[src/cs_unit_pkg.sv]
// constants, register map and command codes of the chip-select unit
package cs_unit_pkg;
    // register bus
    localparam int REG_AW = 2;
    localparam int REG_DW = 8;
    localparam logic [1:0] OFF_WINDOW_CONTROL = 2'h0;
    localparam logic [1:0] OFF_TYPE_CONTROL = 2'h1;
    localparam logic [1:0] OFF_BASE_LOW = 2'h2;
    localparam logic [1:0] OFF_BASE_HIGH = 2'h3;
    // window control fields
    localparam int TYPE_LSB = 0;
    localparam int TYPE_MSB = 1;
    localparam int SIZE_LSB = 2;
    localparam int SIZE_MSB = 6;
    localparam logic [4:0] SIZE_CODE_MAX = 5'h10;
    // type specific control fields
    localparam int WAIT_MSB = 2;
    localparam int SELF_REFRESH_BIT = 2;
    localparam int ACCESS_MODE_MSB = 1;
    localparam int INIT_FLAG_BIT = 7;
    localparam logic [2:0] TYPE_CTRL_RESET = 3'h0;
    // base address fields: register bits 15:4 hold address bits 23:12
    localparam int BASE_W = 12;
    localparam int BASE_ADDR_LSB = 12;
    localparam logic [11:0] BASE_RESET = 12'h000;
    // external address
    localparam int ADDR_W = 24;
    localparam int ADDR_CMP_LSB = 8;
    // interface types
    localparam logic [1:0] TYPE_DISABLED = 2'h0;
    localparam logic [1:0] TYPE_SRAM = 2'h1;
    localparam logic [1:0] TYPE_SRAM_LPC = 2'h2;
    localparam logic [1:0] TYPE_SDRAM = 2'h3;
    localparam logic [7:0] WINDOW_CTRL_RESET = 8'h00;
    // sdram access modes
    localparam logic [1:0] ACC_NORMAL = 2'h0;
    localparam logic [1:0] ACC_LOAD_MODE = 2'h1;
    // only this channel may drive an sdram
    localparam int SDRAM_CHANNEL = 3;
    // peripheral double clock as an enable: one pulse every PER2_DIV cycles
    localparam int PER2_DIV = 2;
    localparam int CNT_W = 14;
    // sdram commands
    localparam logic [2:0] CMD_NOP = 3'h0;
    localparam logic [2:0] CMD_PRECHARGE_ALL = 3'h1;
    localparam logic [2:0] CMD_AUTO_REFRESH = 3'h2;
    localparam logic [2:0] CMD_LOAD_MODE = 3'h3;
    localparam logic [2:0] CMD_READ = 3'h4;
    localparam logic [2:0] CMD_WRITE = 3'h5;
    localparam logic [2:0] CMD_SELF_REFRESH = 3'h6;
    localparam logic [2:0] CMD_SELF_REFRESH_EXIT = 3'h7;
endpackage

[src/cs_window_match.sv]
// address window comparator of one chip select
`timescale 1ns/1ps
module cs_window_match
(
    // configuration
    input wire logic [1:0] if_type_i,
    input wire logic [4:0] window_size_code_i,
    input wire logic [cs_unit_pkg::BASE_W-1:0] window_base_address_i,
    // address under test
    input wire logic [cs_unit_pkg::ADDR_W-1:0] addr_i,
    output logic hit_o
);
    import cs_unit_pkg::*;

    logic [ADDR_W-1:0] base_full;
    logic [ADDR_W-1:0] cmp_mask;

    // base bits below 12 are zero; bits below the compared range are ignored
    assign base_full = {window_base_address_i, {BASE_ADDR_LSB{1'b0}}};

    // bit i is compared when i >= 8 + size code
    always_comb
    begin
        cmp_mask = '0;
        for (int i = ADDR_CMP_LSB; i < ADDR_W; i++)
        begin
            cmp_mask[i] = (32'(i) >= 32'(ADDR_CMP_LSB) + 32'(window_size_code_i));
        end
    end

    // reserved size codes never match, a disabled select never fires
    assign hit_o = (if_type_i != TYPE_DISABLED)
        && (window_size_code_i <= SIZE_CODE_MAX)
        && (((addr_i ^ base_full) & cmp_mask) == '0);
endmodule // cs_window_match

[src/tick_down_counter.sv]
// loadable down counter stepped by an enable pulse
`timescale 1ns/1ps
module tick_down_counter
#(
    parameter int W = 14
)
(
    // clock and reset
    input wire logic clk_i,
    input wire logic nrst_i,
    // control
    input wire logic load_i,
    input wire logic [W-1:0] value_i,
    input wire logic tick_i,
    // status
    output logic zero_o
);
    logic [W-1:0] count_reg;

    // load wins over counting
    always_ff @(posedge clk_i or negedge nrst_i)
    begin
        if (!nrst_i)
            count_reg <= '0;
        else if (load_i)
            count_reg <= value_i;
        else if (tick_i && count_reg != '0)
            count_reg <= count_reg - W'(1);
    end

    assign zero_o = (count_reg == '0);
endmodule // tick_down_counter

[src/cs_channel.sv]
// one chip-select channel: registers, window decode, wait states, sdram control
`timescale 1ns/1ps
module cs_channel
#(
    parameter int CHANNEL = 3
)
(
    // clock and reset
    input wire logic clk_i,
    input wire logic nrst_i,
    // register port
    input wire logic [cs_unit_pkg::REG_AW-1:0] reg_addr_i,
    input wire logic [cs_unit_pkg::REG_DW-1:0] reg_wdata_i,
    input wire logic reg_wr_i,
    input wire logic reg_rd_i,
    output logic [cs_unit_pkg::REG_DW-1:0] reg_rdata_o,
    // global unit settings
    input wire logic bus_enable_i,
    input wire logic [cs_unit_pkg::CNT_W-1:0] init_delay_i,
    // access request
    input wire logic acc_req_i,
    input wire logic acc_write_i,
    input wire logic [cs_unit_pkg::ADDR_W-1:0] acc_addr_i,
    output logic acc_ack_o,
    output logic window_hit_o,
    // memory side
    output logic chip_select_o,
    output logic lpc_mode_o,
    output logic [2:0] sdram_cmd_o,
    output logic sdram_self_refresh_o
);
    import cs_unit_pkg::*;
    typedef enum logic [5:0] {S_READY = 6'b000001, S_INIT_DLY = 6'b000010,
        S_INIT_PRE = 6'b000100, S_INIT_REF = 6'b001000, S_INIT_LMR = 6'b010000,
        S_ACCESS = 6'b100000} state_t;
    state_t state_reg;
    state_t state_next;
    logic [1:0] type_reg;
    logic [4:0] window_size_code_reg;
    logic [2:0] type_ctrl_reg;
    logic [BASE_W-1:0] window_base_address_reg;
    logic sdram_init_complete_flag_reg;
    logic sr_active_reg;
    logic sel_reg;
    logic ack_reg;
    logic [2:0] cmd_reg;
    logic [REG_DW-1:0] rdata_reg;
    logic [$clog2(PER2_DIV)-1:0] div_reg;
    logic tick;
    logic [1:0] eff_type;
    logic is_sram;
    logic is_sdram;
    logic unit_on;
    logic hit;
    logic sr_request;
    logic take;
    logic cnt_load;
    logic [CNT_W-1:0] cnt_value;
    logic cnt_zero;
    // sdram on any channel but three is treated as disabled
    assign eff_type = (type_reg == TYPE_SDRAM && CHANNEL != SDRAM_CHANNEL)
        ? TYPE_DISABLED : type_reg;
    assign is_sram = (eff_type == TYPE_SRAM) || (eff_type == TYPE_SRAM_LPC);
    assign is_sdram = (eff_type == TYPE_SDRAM);
    assign unit_on = bus_enable_i && (eff_type != TYPE_DISABLED);
    assign sr_request = is_sdram && type_ctrl_reg[SELF_REFRESH_BIT];
    // peripheral double clock enable
    always_ff @(posedge clk_i or negedge nrst_i)
    begin
        if (!nrst_i)
            div_reg <= '0;
        else
            div_reg <= tick ? '0 : div_reg + 1'b1;
    end
    assign tick = (32'(div_reg) == PER2_DIV - 1);
    cs_window_match u_match
    (
        .if_type_i(eff_type),
        .window_size_code_i(window_size_code_reg),
        .window_base_address_i(window_base_address_reg),
        .addr_i(acc_addr_i),
        .hit_o(hit)
    );
    assign window_hit_o = hit && bus_enable_i;
    // sdram accesses wait for init and are held off while self refresh is requested or active;
    // a request still held in the ack cycle must not start a second access
    assign take = (state_reg == S_READY) && acc_req_i && window_hit_o && !ack_reg
        && (is_sram || (is_sdram && sdram_init_complete_flag_reg
        && !sr_active_reg && !sr_request));
    // window control register; bit 7 is not stored
    always_ff @(posedge clk_i or negedge nrst_i)
    begin
        if (!nrst_i)
        begin
            type_reg <= WINDOW_CTRL_RESET[TYPE_MSB:TYPE_LSB];
            window_size_code_reg <= WINDOW_CTRL_RESET[SIZE_MSB:SIZE_LSB];
        end
        else if (reg_wr_i && reg_addr_i == OFF_WINDOW_CONTROL)
        begin
            type_reg <= reg_wdata_i[TYPE_MSB:TYPE_LSB];
            window_size_code_reg <= reg_wdata_i[SIZE_MSB:SIZE_LSB];
        end
    end
    // type specific control: one store serves wait count or sdram bits
    always_ff @(posedge clk_i or negedge nrst_i)
    begin
        if (!nrst_i)
            type_ctrl_reg <= TYPE_CTRL_RESET;
        else if (reg_wr_i && reg_addr_i == OFF_TYPE_CONTROL)
            type_ctrl_reg <= reg_wdata_i[WAIT_MSB:0];
    end
    // base address: low byte carries address bits 15:12 in bits 7:4
    always_ff @(posedge clk_i or negedge nrst_i)
    begin
        if (!nrst_i)
            window_base_address_reg <= BASE_RESET;
        else if (reg_wr_i && reg_addr_i == OFF_BASE_LOW)
            window_base_address_reg[3:0] <= reg_wdata_i[7:4];
        else if (reg_wr_i && reg_addr_i == OFF_BASE_HIGH)
            window_base_address_reg[BASE_W-1:4] <= reg_wdata_i;
    end
    // read data stand only in the cycle after the strobe
    always_ff @(posedge clk_i or negedge nrst_i)
    begin
        if (!nrst_i)
            rdata_reg <= '0;
        else if (!reg_rd_i)
            rdata_reg <= '0;
        else
        begin
            unique case (reg_addr_i)
                OFF_WINDOW_CONTROL:
                    rdata_reg <= {1'b0, window_size_code_reg, type_reg};
                OFF_TYPE_CONTROL:
                    if (is_sdram)
                        rdata_reg <= {sdram_init_complete_flag_reg, 4'h0,
                            type_ctrl_reg};
                    else
                        rdata_reg <= {5'h00, type_ctrl_reg};
                OFF_BASE_LOW:
                    rdata_reg <= {window_base_address_reg[3:0], 4'h0};
                OFF_BASE_HIGH:
                    rdata_reg <= window_base_address_reg[BASE_W-1:4];
            endcase
        end
    end
    assign reg_rdata_o = rdata_reg;
    // shared counter: init delay, then per-access wait states
    always_comb
    begin
        cnt_load = 1'b0;
        cnt_value = '0;
        if (state_reg == S_READY && unit_on && is_sdram && !sdram_init_complete_flag_reg)
        begin
            cnt_load = 1'b1;
            cnt_value = init_delay_i;
        end
        else if (take)
        begin
            cnt_load = 1'b1;
            cnt_value = is_sram ? CNT_W'(type_ctrl_reg) : '0;
        end
    end
    tick_down_counter #(.W(CNT_W)) u_count
    (
        .clk_i(clk_i),
        .nrst_i(nrst_i),
        .load_i(cnt_load),
        .value_i(cnt_value),
        .tick_i(tick),
        .zero_o(cnt_zero)
    );
    // sequencer; losing enable or sdram type aborts init back to ready
    always_comb
    begin
        state_next = state_reg;
        unique case (state_reg)
            S_READY:
                if (take)
                    state_next = S_ACCESS;
                else if (cnt_load)
                    state_next = S_INIT_DLY;
            S_INIT_DLY:
                if (tick && cnt_zero)
                    state_next = S_INIT_PRE;
            S_INIT_PRE:
                if (tick)
                    state_next = S_INIT_REF;
            S_INIT_REF:
                if (tick)
                    state_next = S_INIT_LMR;
            S_INIT_LMR:
                if (tick)
                    state_next = S_READY;
            S_ACCESS:
                if (tick && cnt_zero)
                    state_next = S_READY;
        endcase
        if (!unit_on || (!is_sdram && state_reg != S_ACCESS && state_reg != S_READY))
            state_next = S_READY;
    end
    always_ff @(posedge clk_i or negedge nrst_i)
    begin
        if (!nrst_i)
            state_reg <= S_READY;
        else
            state_reg <= state_next;
    end
    // init complete flag: set when the mode load step ends
    always_ff @(posedge clk_i or negedge nrst_i)
    begin
        if (!nrst_i)
            sdram_init_complete_flag_reg <= 1'b0;
        else if (!unit_on || !is_sdram)
            sdram_init_complete_flag_reg <= 1'b0;
        else if (state_reg == S_INIT_LMR && tick)
            sdram_init_complete_flag_reg <= 1'b1;
    end
    // self refresh tracks the written bit, changed only while idle
    always_ff @(posedge clk_i or negedge nrst_i)
    begin
        if (!nrst_i)
            sr_active_reg <= 1'b0;
        else if (!unit_on || !is_sdram)
            sr_active_reg <= 1'b0;
        else if (state_reg == S_READY && sdram_init_complete_flag_reg
            && sr_request != sr_active_reg)
            sr_active_reg <= sr_request;
    end
    assign sdram_self_refresh_o = sr_active_reg;
    // command output, one cycle per command
    always_ff @(posedge clk_i or negedge nrst_i)
    begin
        if (!nrst_i)
            cmd_reg <= CMD_NOP;
        else if (!unit_on || !is_sdram)
            cmd_reg <= CMD_NOP;
        else if (state_reg == S_INIT_PRE && tick)
            cmd_reg <= CMD_PRECHARGE_ALL;
        else if (state_reg == S_INIT_REF && tick)
            cmd_reg <= CMD_AUTO_REFRESH;
        else if (state_reg == S_INIT_LMR && tick)
            cmd_reg <= CMD_LOAD_MODE;
        else if (state_reg == S_READY && sdram_init_complete_flag_reg
            && sr_request && !sr_active_reg)
            cmd_reg <= CMD_SELF_REFRESH;
        else if (state_reg == S_READY && sdram_init_complete_flag_reg
            && !sr_request && sr_active_reg)
            cmd_reg <= CMD_SELF_REFRESH_EXIT;
        else if (take && type_ctrl_reg[ACCESS_MODE_MSB:0] == ACC_LOAD_MODE)
            cmd_reg <= CMD_LOAD_MODE;
        else if (take && type_ctrl_reg[ACCESS_MODE_MSB:0] == ACC_NORMAL)
            cmd_reg <= acc_write_i ? CMD_WRITE : CMD_READ;
        else
            cmd_reg <= CMD_NOP; // reserved access modes issue nothing
    end
    assign sdram_cmd_o = cmd_reg;
    // chip select held from take to answer, ack one cycle
    always_ff @(posedge clk_i or negedge nrst_i)
    begin
        if (!nrst_i)
        begin
            sel_reg <= 1'b0;
            ack_reg <= 1'b0;
        end
        else
        begin
            ack_reg <= (state_reg == S_ACCESS) && tick && cnt_zero;
            if (take)
                sel_reg <= 1'b1;
            else if (state_next == S_READY)
                sel_reg <= 1'b0;
        end
    end
    assign chip_select_o = sel_reg;
    assign acc_ack_o = ack_reg;
    assign lpc_mode_o = (eff_type == TYPE_SRAM_LPC);
    // checks
    AST_RESERVED_CTRL_A: assert property (@(posedge clk_i) disable iff (!nrst_i)
        reg_rd_i && reg_addr_i == OFF_WINDOW_CONTROL |=> !reg_rdata_o[7])
        else $error("window control bit 7 not zero");
    AST_BASE_LOW_RESERVED: assert property (@(posedge clk_i) disable iff (!nrst_i)
        reg_rd_i && reg_addr_i == OFF_BASE_LOW |=> reg_rdata_o[3:0] == 4'h0)
        else $error("base low nibble not zero");
    AST_SIZE_RESERVED: assert property (@(posedge clk_i) disable iff (!nrst_i)
        window_size_code_reg > SIZE_CODE_MAX |-> !window_hit_o)
        else $error("reserved size code matched");
    AST_TYPE_OFF: assert property (@(posedge clk_i) disable iff (!nrst_i)
        type_reg == TYPE_DISABLED |-> !window_hit_o)
        else $error("disabled select matched");
    AST_FLAG_CLEAR: assert property (@(posedge clk_i) disable iff (!nrst_i)
        !bus_enable_i |=> !sdram_init_complete_flag_reg)
        else $error("init flag kept while unit off");
    AST_FLAG_AFTER_SEQ: assert property (@(posedge clk_i) disable iff (!nrst_i)
        $rose(sdram_init_complete_flag_reg) |-> cmd_reg == CMD_LOAD_MODE
        && $past(state_reg) == S_INIT_LMR)
        else $error("init flag without mode load");
    AST_LOAD_MODE: assert property (@(posedge clk_i) disable iff (!nrst_i)
        take && is_sdram && type_ctrl_reg[1:0] == ACC_LOAD_MODE
        |=> cmd_reg == CMD_LOAD_MODE)
        else $error("load mode access gave other command");
    AST_NORMAL_RW: assert property (@(posedge clk_i) disable iff (!nrst_i)
        take && is_sdram && type_ctrl_reg[1:0] == ACC_NORMAL
        |=> cmd_reg == (($past(acc_write_i)) ? CMD_WRITE : CMD_READ))
        else $error("normal access gave wrong command");
    AST_SR_ENTER: assert property (@(posedge clk_i) disable iff (!nrst_i)
        unit_on && state_reg == S_READY && sdram_init_complete_flag_reg
        && sr_request && !sr_active_reg |=> cmd_reg == CMD_SELF_REFRESH ##0 sr_active_reg)
        else $error("self refresh not issued");
    AST_SRAM_ZERO_WAIT: assert property (@(posedge clk_i) disable iff (!nrst_i)
        take && is_sram && type_ctrl_reg == 3'h0 |-> ##[2:3] acc_ack_o)
        else $error("zero wait sram access late");
    COV_SRAM_WAIT: cover property (@(posedge clk_i) disable iff (!nrst_i)
        take && is_sram && type_ctrl_reg == 3'h7 ##[1:40] acc_ack_o);
    COV_INIT_DONE: cover property (@(posedge clk_i) disable iff (!nrst_i)
        $rose(sdram_init_complete_flag_reg));
    COV_SR_EXIT: cover property (@(posedge clk_i) disable iff (!nrst_i)
        cmd_reg == CMD_SELF_REFRESH_EXIT);
endmodule // cs_channel

[config.mk]
export PLATFORM = sky130hd
export DESIGN_NAME = cs_channel
export DESIGN_NICKNAME = d
export VERILOG_FILES = /design/src/cs_unit_pkg.sv /design/src/cs_window_match.sv /design/src/tick_down_counter.sv /design/src/cs_channel.sv
export SDC_FILE = /design/constraint.sdc
export NUM_CORES = 1
export LEC_CHECK = 0
export BUFFER_PORTS_ARGS = -buffer_cell sky130_fd_sc_hd__buf_2
export CORE_MARGIN = 5
export CORE_UTILIZATION = 59
export DETAILED_ROUTE_END_ITERATION = 7
export GPL_TIMING_DRIVEN = 0
export PLACE_DENSITY = 0.92
export SYNTH_ARGS = -nofsm -noshare
export SYNTH_HDL_FRONTEND = slang
export SYNTH_SLANG_ARGS = --single-unit
export TNS_END_PERCENT = 50
[constraint.sdc]
create_clock -name clk_i -period 3.7 [get_ports clk_i]
set_clock_uncertainty 0.05 [all_clocks]
set_input_delay 0.37 -clock clk_i [delete_from_list [all_inputs] [get_ports clk_i]]
set_output_delay 0.37 -clock clk_i [all_outputs]
set_load 0.02 [all_outputs]
==> impl_metrics.py <==
metrics = {
    "global_routing": {
        "grt_max_degree": 59,
        "antenna_found_initial": 0,
        "grt_pass1_vias": 3269,
        "grt_pass1_wl_mm": 14.9,
        "grt.overflow.total": 0,
        "grtUsageTotal_pct": 25.4,
    },
    "worst_setup_path": {
        "cp-end-kind": "register",
        "crit_type": "reg2reg",
        "worst_ep_required_time_ps": 3890,
        "worst-path-max-fanout": 10,
        "start_kind": "register",
        "cp.arrival_ps": 3220,
    },
    "synth": {
        "synth_enable_flop_cells": 0,
        "synthFlopType": "dfrtp_1",
        "synth_xor_area_share_pct": 7.07,
        "synth-seq-cells": 58,
        "synthMuxAreaShare_pct": 8.22,
        "syn_area_um2": 3470,
        "synth_area_per_cell_um2": 9.72,
        "synthCells": 357,
        "synthAdderAreaFrac_pct": 2.88,
        "synth_compound_area_share_pct": 14.2,
        "synth-seq-area-share_pct": 41.9,
        "synth_top_cell_area_share_pct": 41.1,
        "yosys_warnings": 0,
        "synth.distinct_cells": 64,
        "ys_top_cells_by_area": "dfrtp_1 41%, mux2_2 6.5%, nand2_1 4.5%",
        "synth-simple-area-share_pct": 22.5,
        "yosysTopAreaCell": "dfrtp_1",
        "ys_async_sr_fraction_pct": 100,
        "synthesis.nets": 420,
        "synth_top_family_by_area": "simple AND/OR/NAND/NOR gates",
    },
    "detailed_routing": {
        "vias": 3055,
        "dr.pass1.iters": 5,
        "post-route-drc-count": 0,
        "wl_per_cell_um": 17.1,
        "viasPerCell": 6.00,
        "routed_wl_mm": 8.70,
        "ant_nets": 0,
        "drt_iter0_markers": 262,
    },
    "sta": {
        "fin_crit_sh_pct": 81.9,
        "slew_headroom_pct": 49.9,
        "fmax_ghz": 0.330,
        "hold_viol_final": 0,
        "setup_tns_ps": 0,
        "setup_viol": 0,
        "drv_slew": 0,
        "worstMarginPinSlew_ps": 751,
        "period_minus_slack_ps": 3030,
        "rsz0062_at_grt": "false",
    },
    "clock_network": {
        "h-tree-depth": 3,
        "root_buffer": "clkbuf_8",
        "ctsResizeCount": 0,
        "post_cts_buffers": 0,
        "clk_path_buf_depth": 2,
        "clk_latency_ps": 330,
        "postCtsHoldBufs": 0,
        "cts_tree": "done",
        "cts_buffers": 9,
        "clk_pin_slew_ps": 70,
        "numClockSinks": 58,
    },
    "layout": {
        "final_cell_mix": "64 x buf_2, 57 x dfrtp_1, 42 x nand2_1",
        "diodes": 0,
        "drive_gt1_share_pct": 29.3,
        "multi_input_area_um2": 1910,
        "fillerInstances": 433,
        "largest_reg_flops": 14,
        "seqCellArea_um2": 1450,
        "nNetsFinal": 492,
        "mostFrequentLayoutCell": "buf_2",
        "final_core_util_pct": 70.9,
        "area_growth_pct": 18.8,
    },
    "floorplan": {
        "die_h_um": 86.7,
        "rows": 28,
        "dieArea_um2": 7510,
        "die_w_um": 86.7,
        "boundaryPins": 71,
        "start_util_pct": 59.7,
        "core_um2": 5820,
    },
    "status": {
        "outcome": "completed",
    },
    "power_and_ir_drop": {
        "p_leak_nw": 1.85,
        "p_per_area_nw_per_um2": 545,
        "ir_worst_vdd_uv": 377,
    },
    "place": {
        "io_buffers": 61,
        "dp_hpwl_mm": 6.10,
        "place_congestion": 0.877,
    },
    "hold_path": {
        "hold_class": "in2async",
    },
    "flow_run": {
        "drv_cap": 0,
    },
}
==> synthesized netlist by cell type (3+ instances only) <==
master and n:
nor3_1 4, nor4b_2 3, nor2b_1 7, a31oi_1 5
ha_1 8, nand2_1 42, a21oi_1 13, o21ai_0 29
xnor2_1 16, nand3_1 12, inv_1 13, mux2_2 20
dfrtp_1 57, and2_1 7, mux2i_1 6, and3_1 3
o21ai_1 4, o22ai_1 4, buf_2 4, clkbuf_1 8
a22oi_1 3, xor2_1 12, nand3b_1 5, nor2_1 23
or3_1 3, nor4_2 3
==> logic make-up after synthesis <==
group | count (synthesis)
AO/OA/AOI/OAI | 78
XOR/XNOR | 28
adder cells (fa/ha/maj) | 8
buffers and inverters | 27
flip-flops | 58
multiplexers | 26
AND/OR/NAND/NOR | 132
==> final timing paths <==
check                                             from  cells past startpoint                          end  slack [ps]
max in group asynchronous                       nrst_i                      1         u_count.count_reg[4]        3040
min reg2reg                window_base_address_reg[10]                      1  window_base_address_reg[10]         500
max reg2reg                    window_size_code_reg[3]                      9         u_count.count_reg[1]         670
max                            window_size_code_reg[3]                      9         u_count.count_reg[1]         670
min in group clk_i                     init_delay_i[5]                      3         u_count.count_reg[5]         200
min                                             nrst_i                      1         u_count.count_reg[7]          30
==> cell type report <==
| cell class | count | area share, % |
|---|---|---|
| Multi-Input combinational cell | 272 | 46.3 |
| Sequential cell | 58 | 35.2 |
| Timing Repair Buffer | 61 | 7.47 |
| Clock buffer | 11 | 3.67 |
| Clock inverter | 5 | 2.43 |
| Tap cell | 75 | 2.28 |
| Buffer | 13 | 1.40 |
| Inverter | 14 | 1.27 |
==> report_power, final <==
part	total, W	switching (W)	leakage (nW)	internal [W]
Clock	0.000735	0.000253	0.129	0.000482
Sequential	0.000906	0.000150	0.732	0.000757
Combinational	0.000605	0.000325	0.986	0.000280
==> stage by stage <==
stage               setup slack [ps]  hold WS [ps]  power (W)  area (µm²)  instances
floorplan                       1280          24.4    0.00133        3470        357
global placement                 913           481    0.00147        3870        493
detailed placement               829           486    0.00150        3870        493
CTS                              691           183    0.00225        4120        509
global route                     508          81.2    0.00238        4120        509
finish                           669          34.3    0.00225        4120        509
==> critical path, cell delays in order, from the launching register on <==
cell	delay [ps]
dfrtp_1	480
inv_1	160
ha_1	320
and2_1	220
a221oi_1	310
o2111ai_1	180
nor4_2	250
nand3_1	290
nand2_1	380
mux2i_1	280
==> routing by layer <==
layer	global-route usage, %	part of all wire, %	vias to the layer above
li1	-	-	1419
met1	30.6	40	1456
met2	42.2	50	147
met3	6.56	6.8	33
met4	12.6	3.1	0
met5	0	0	-
(Power assumes the default switching activity.)
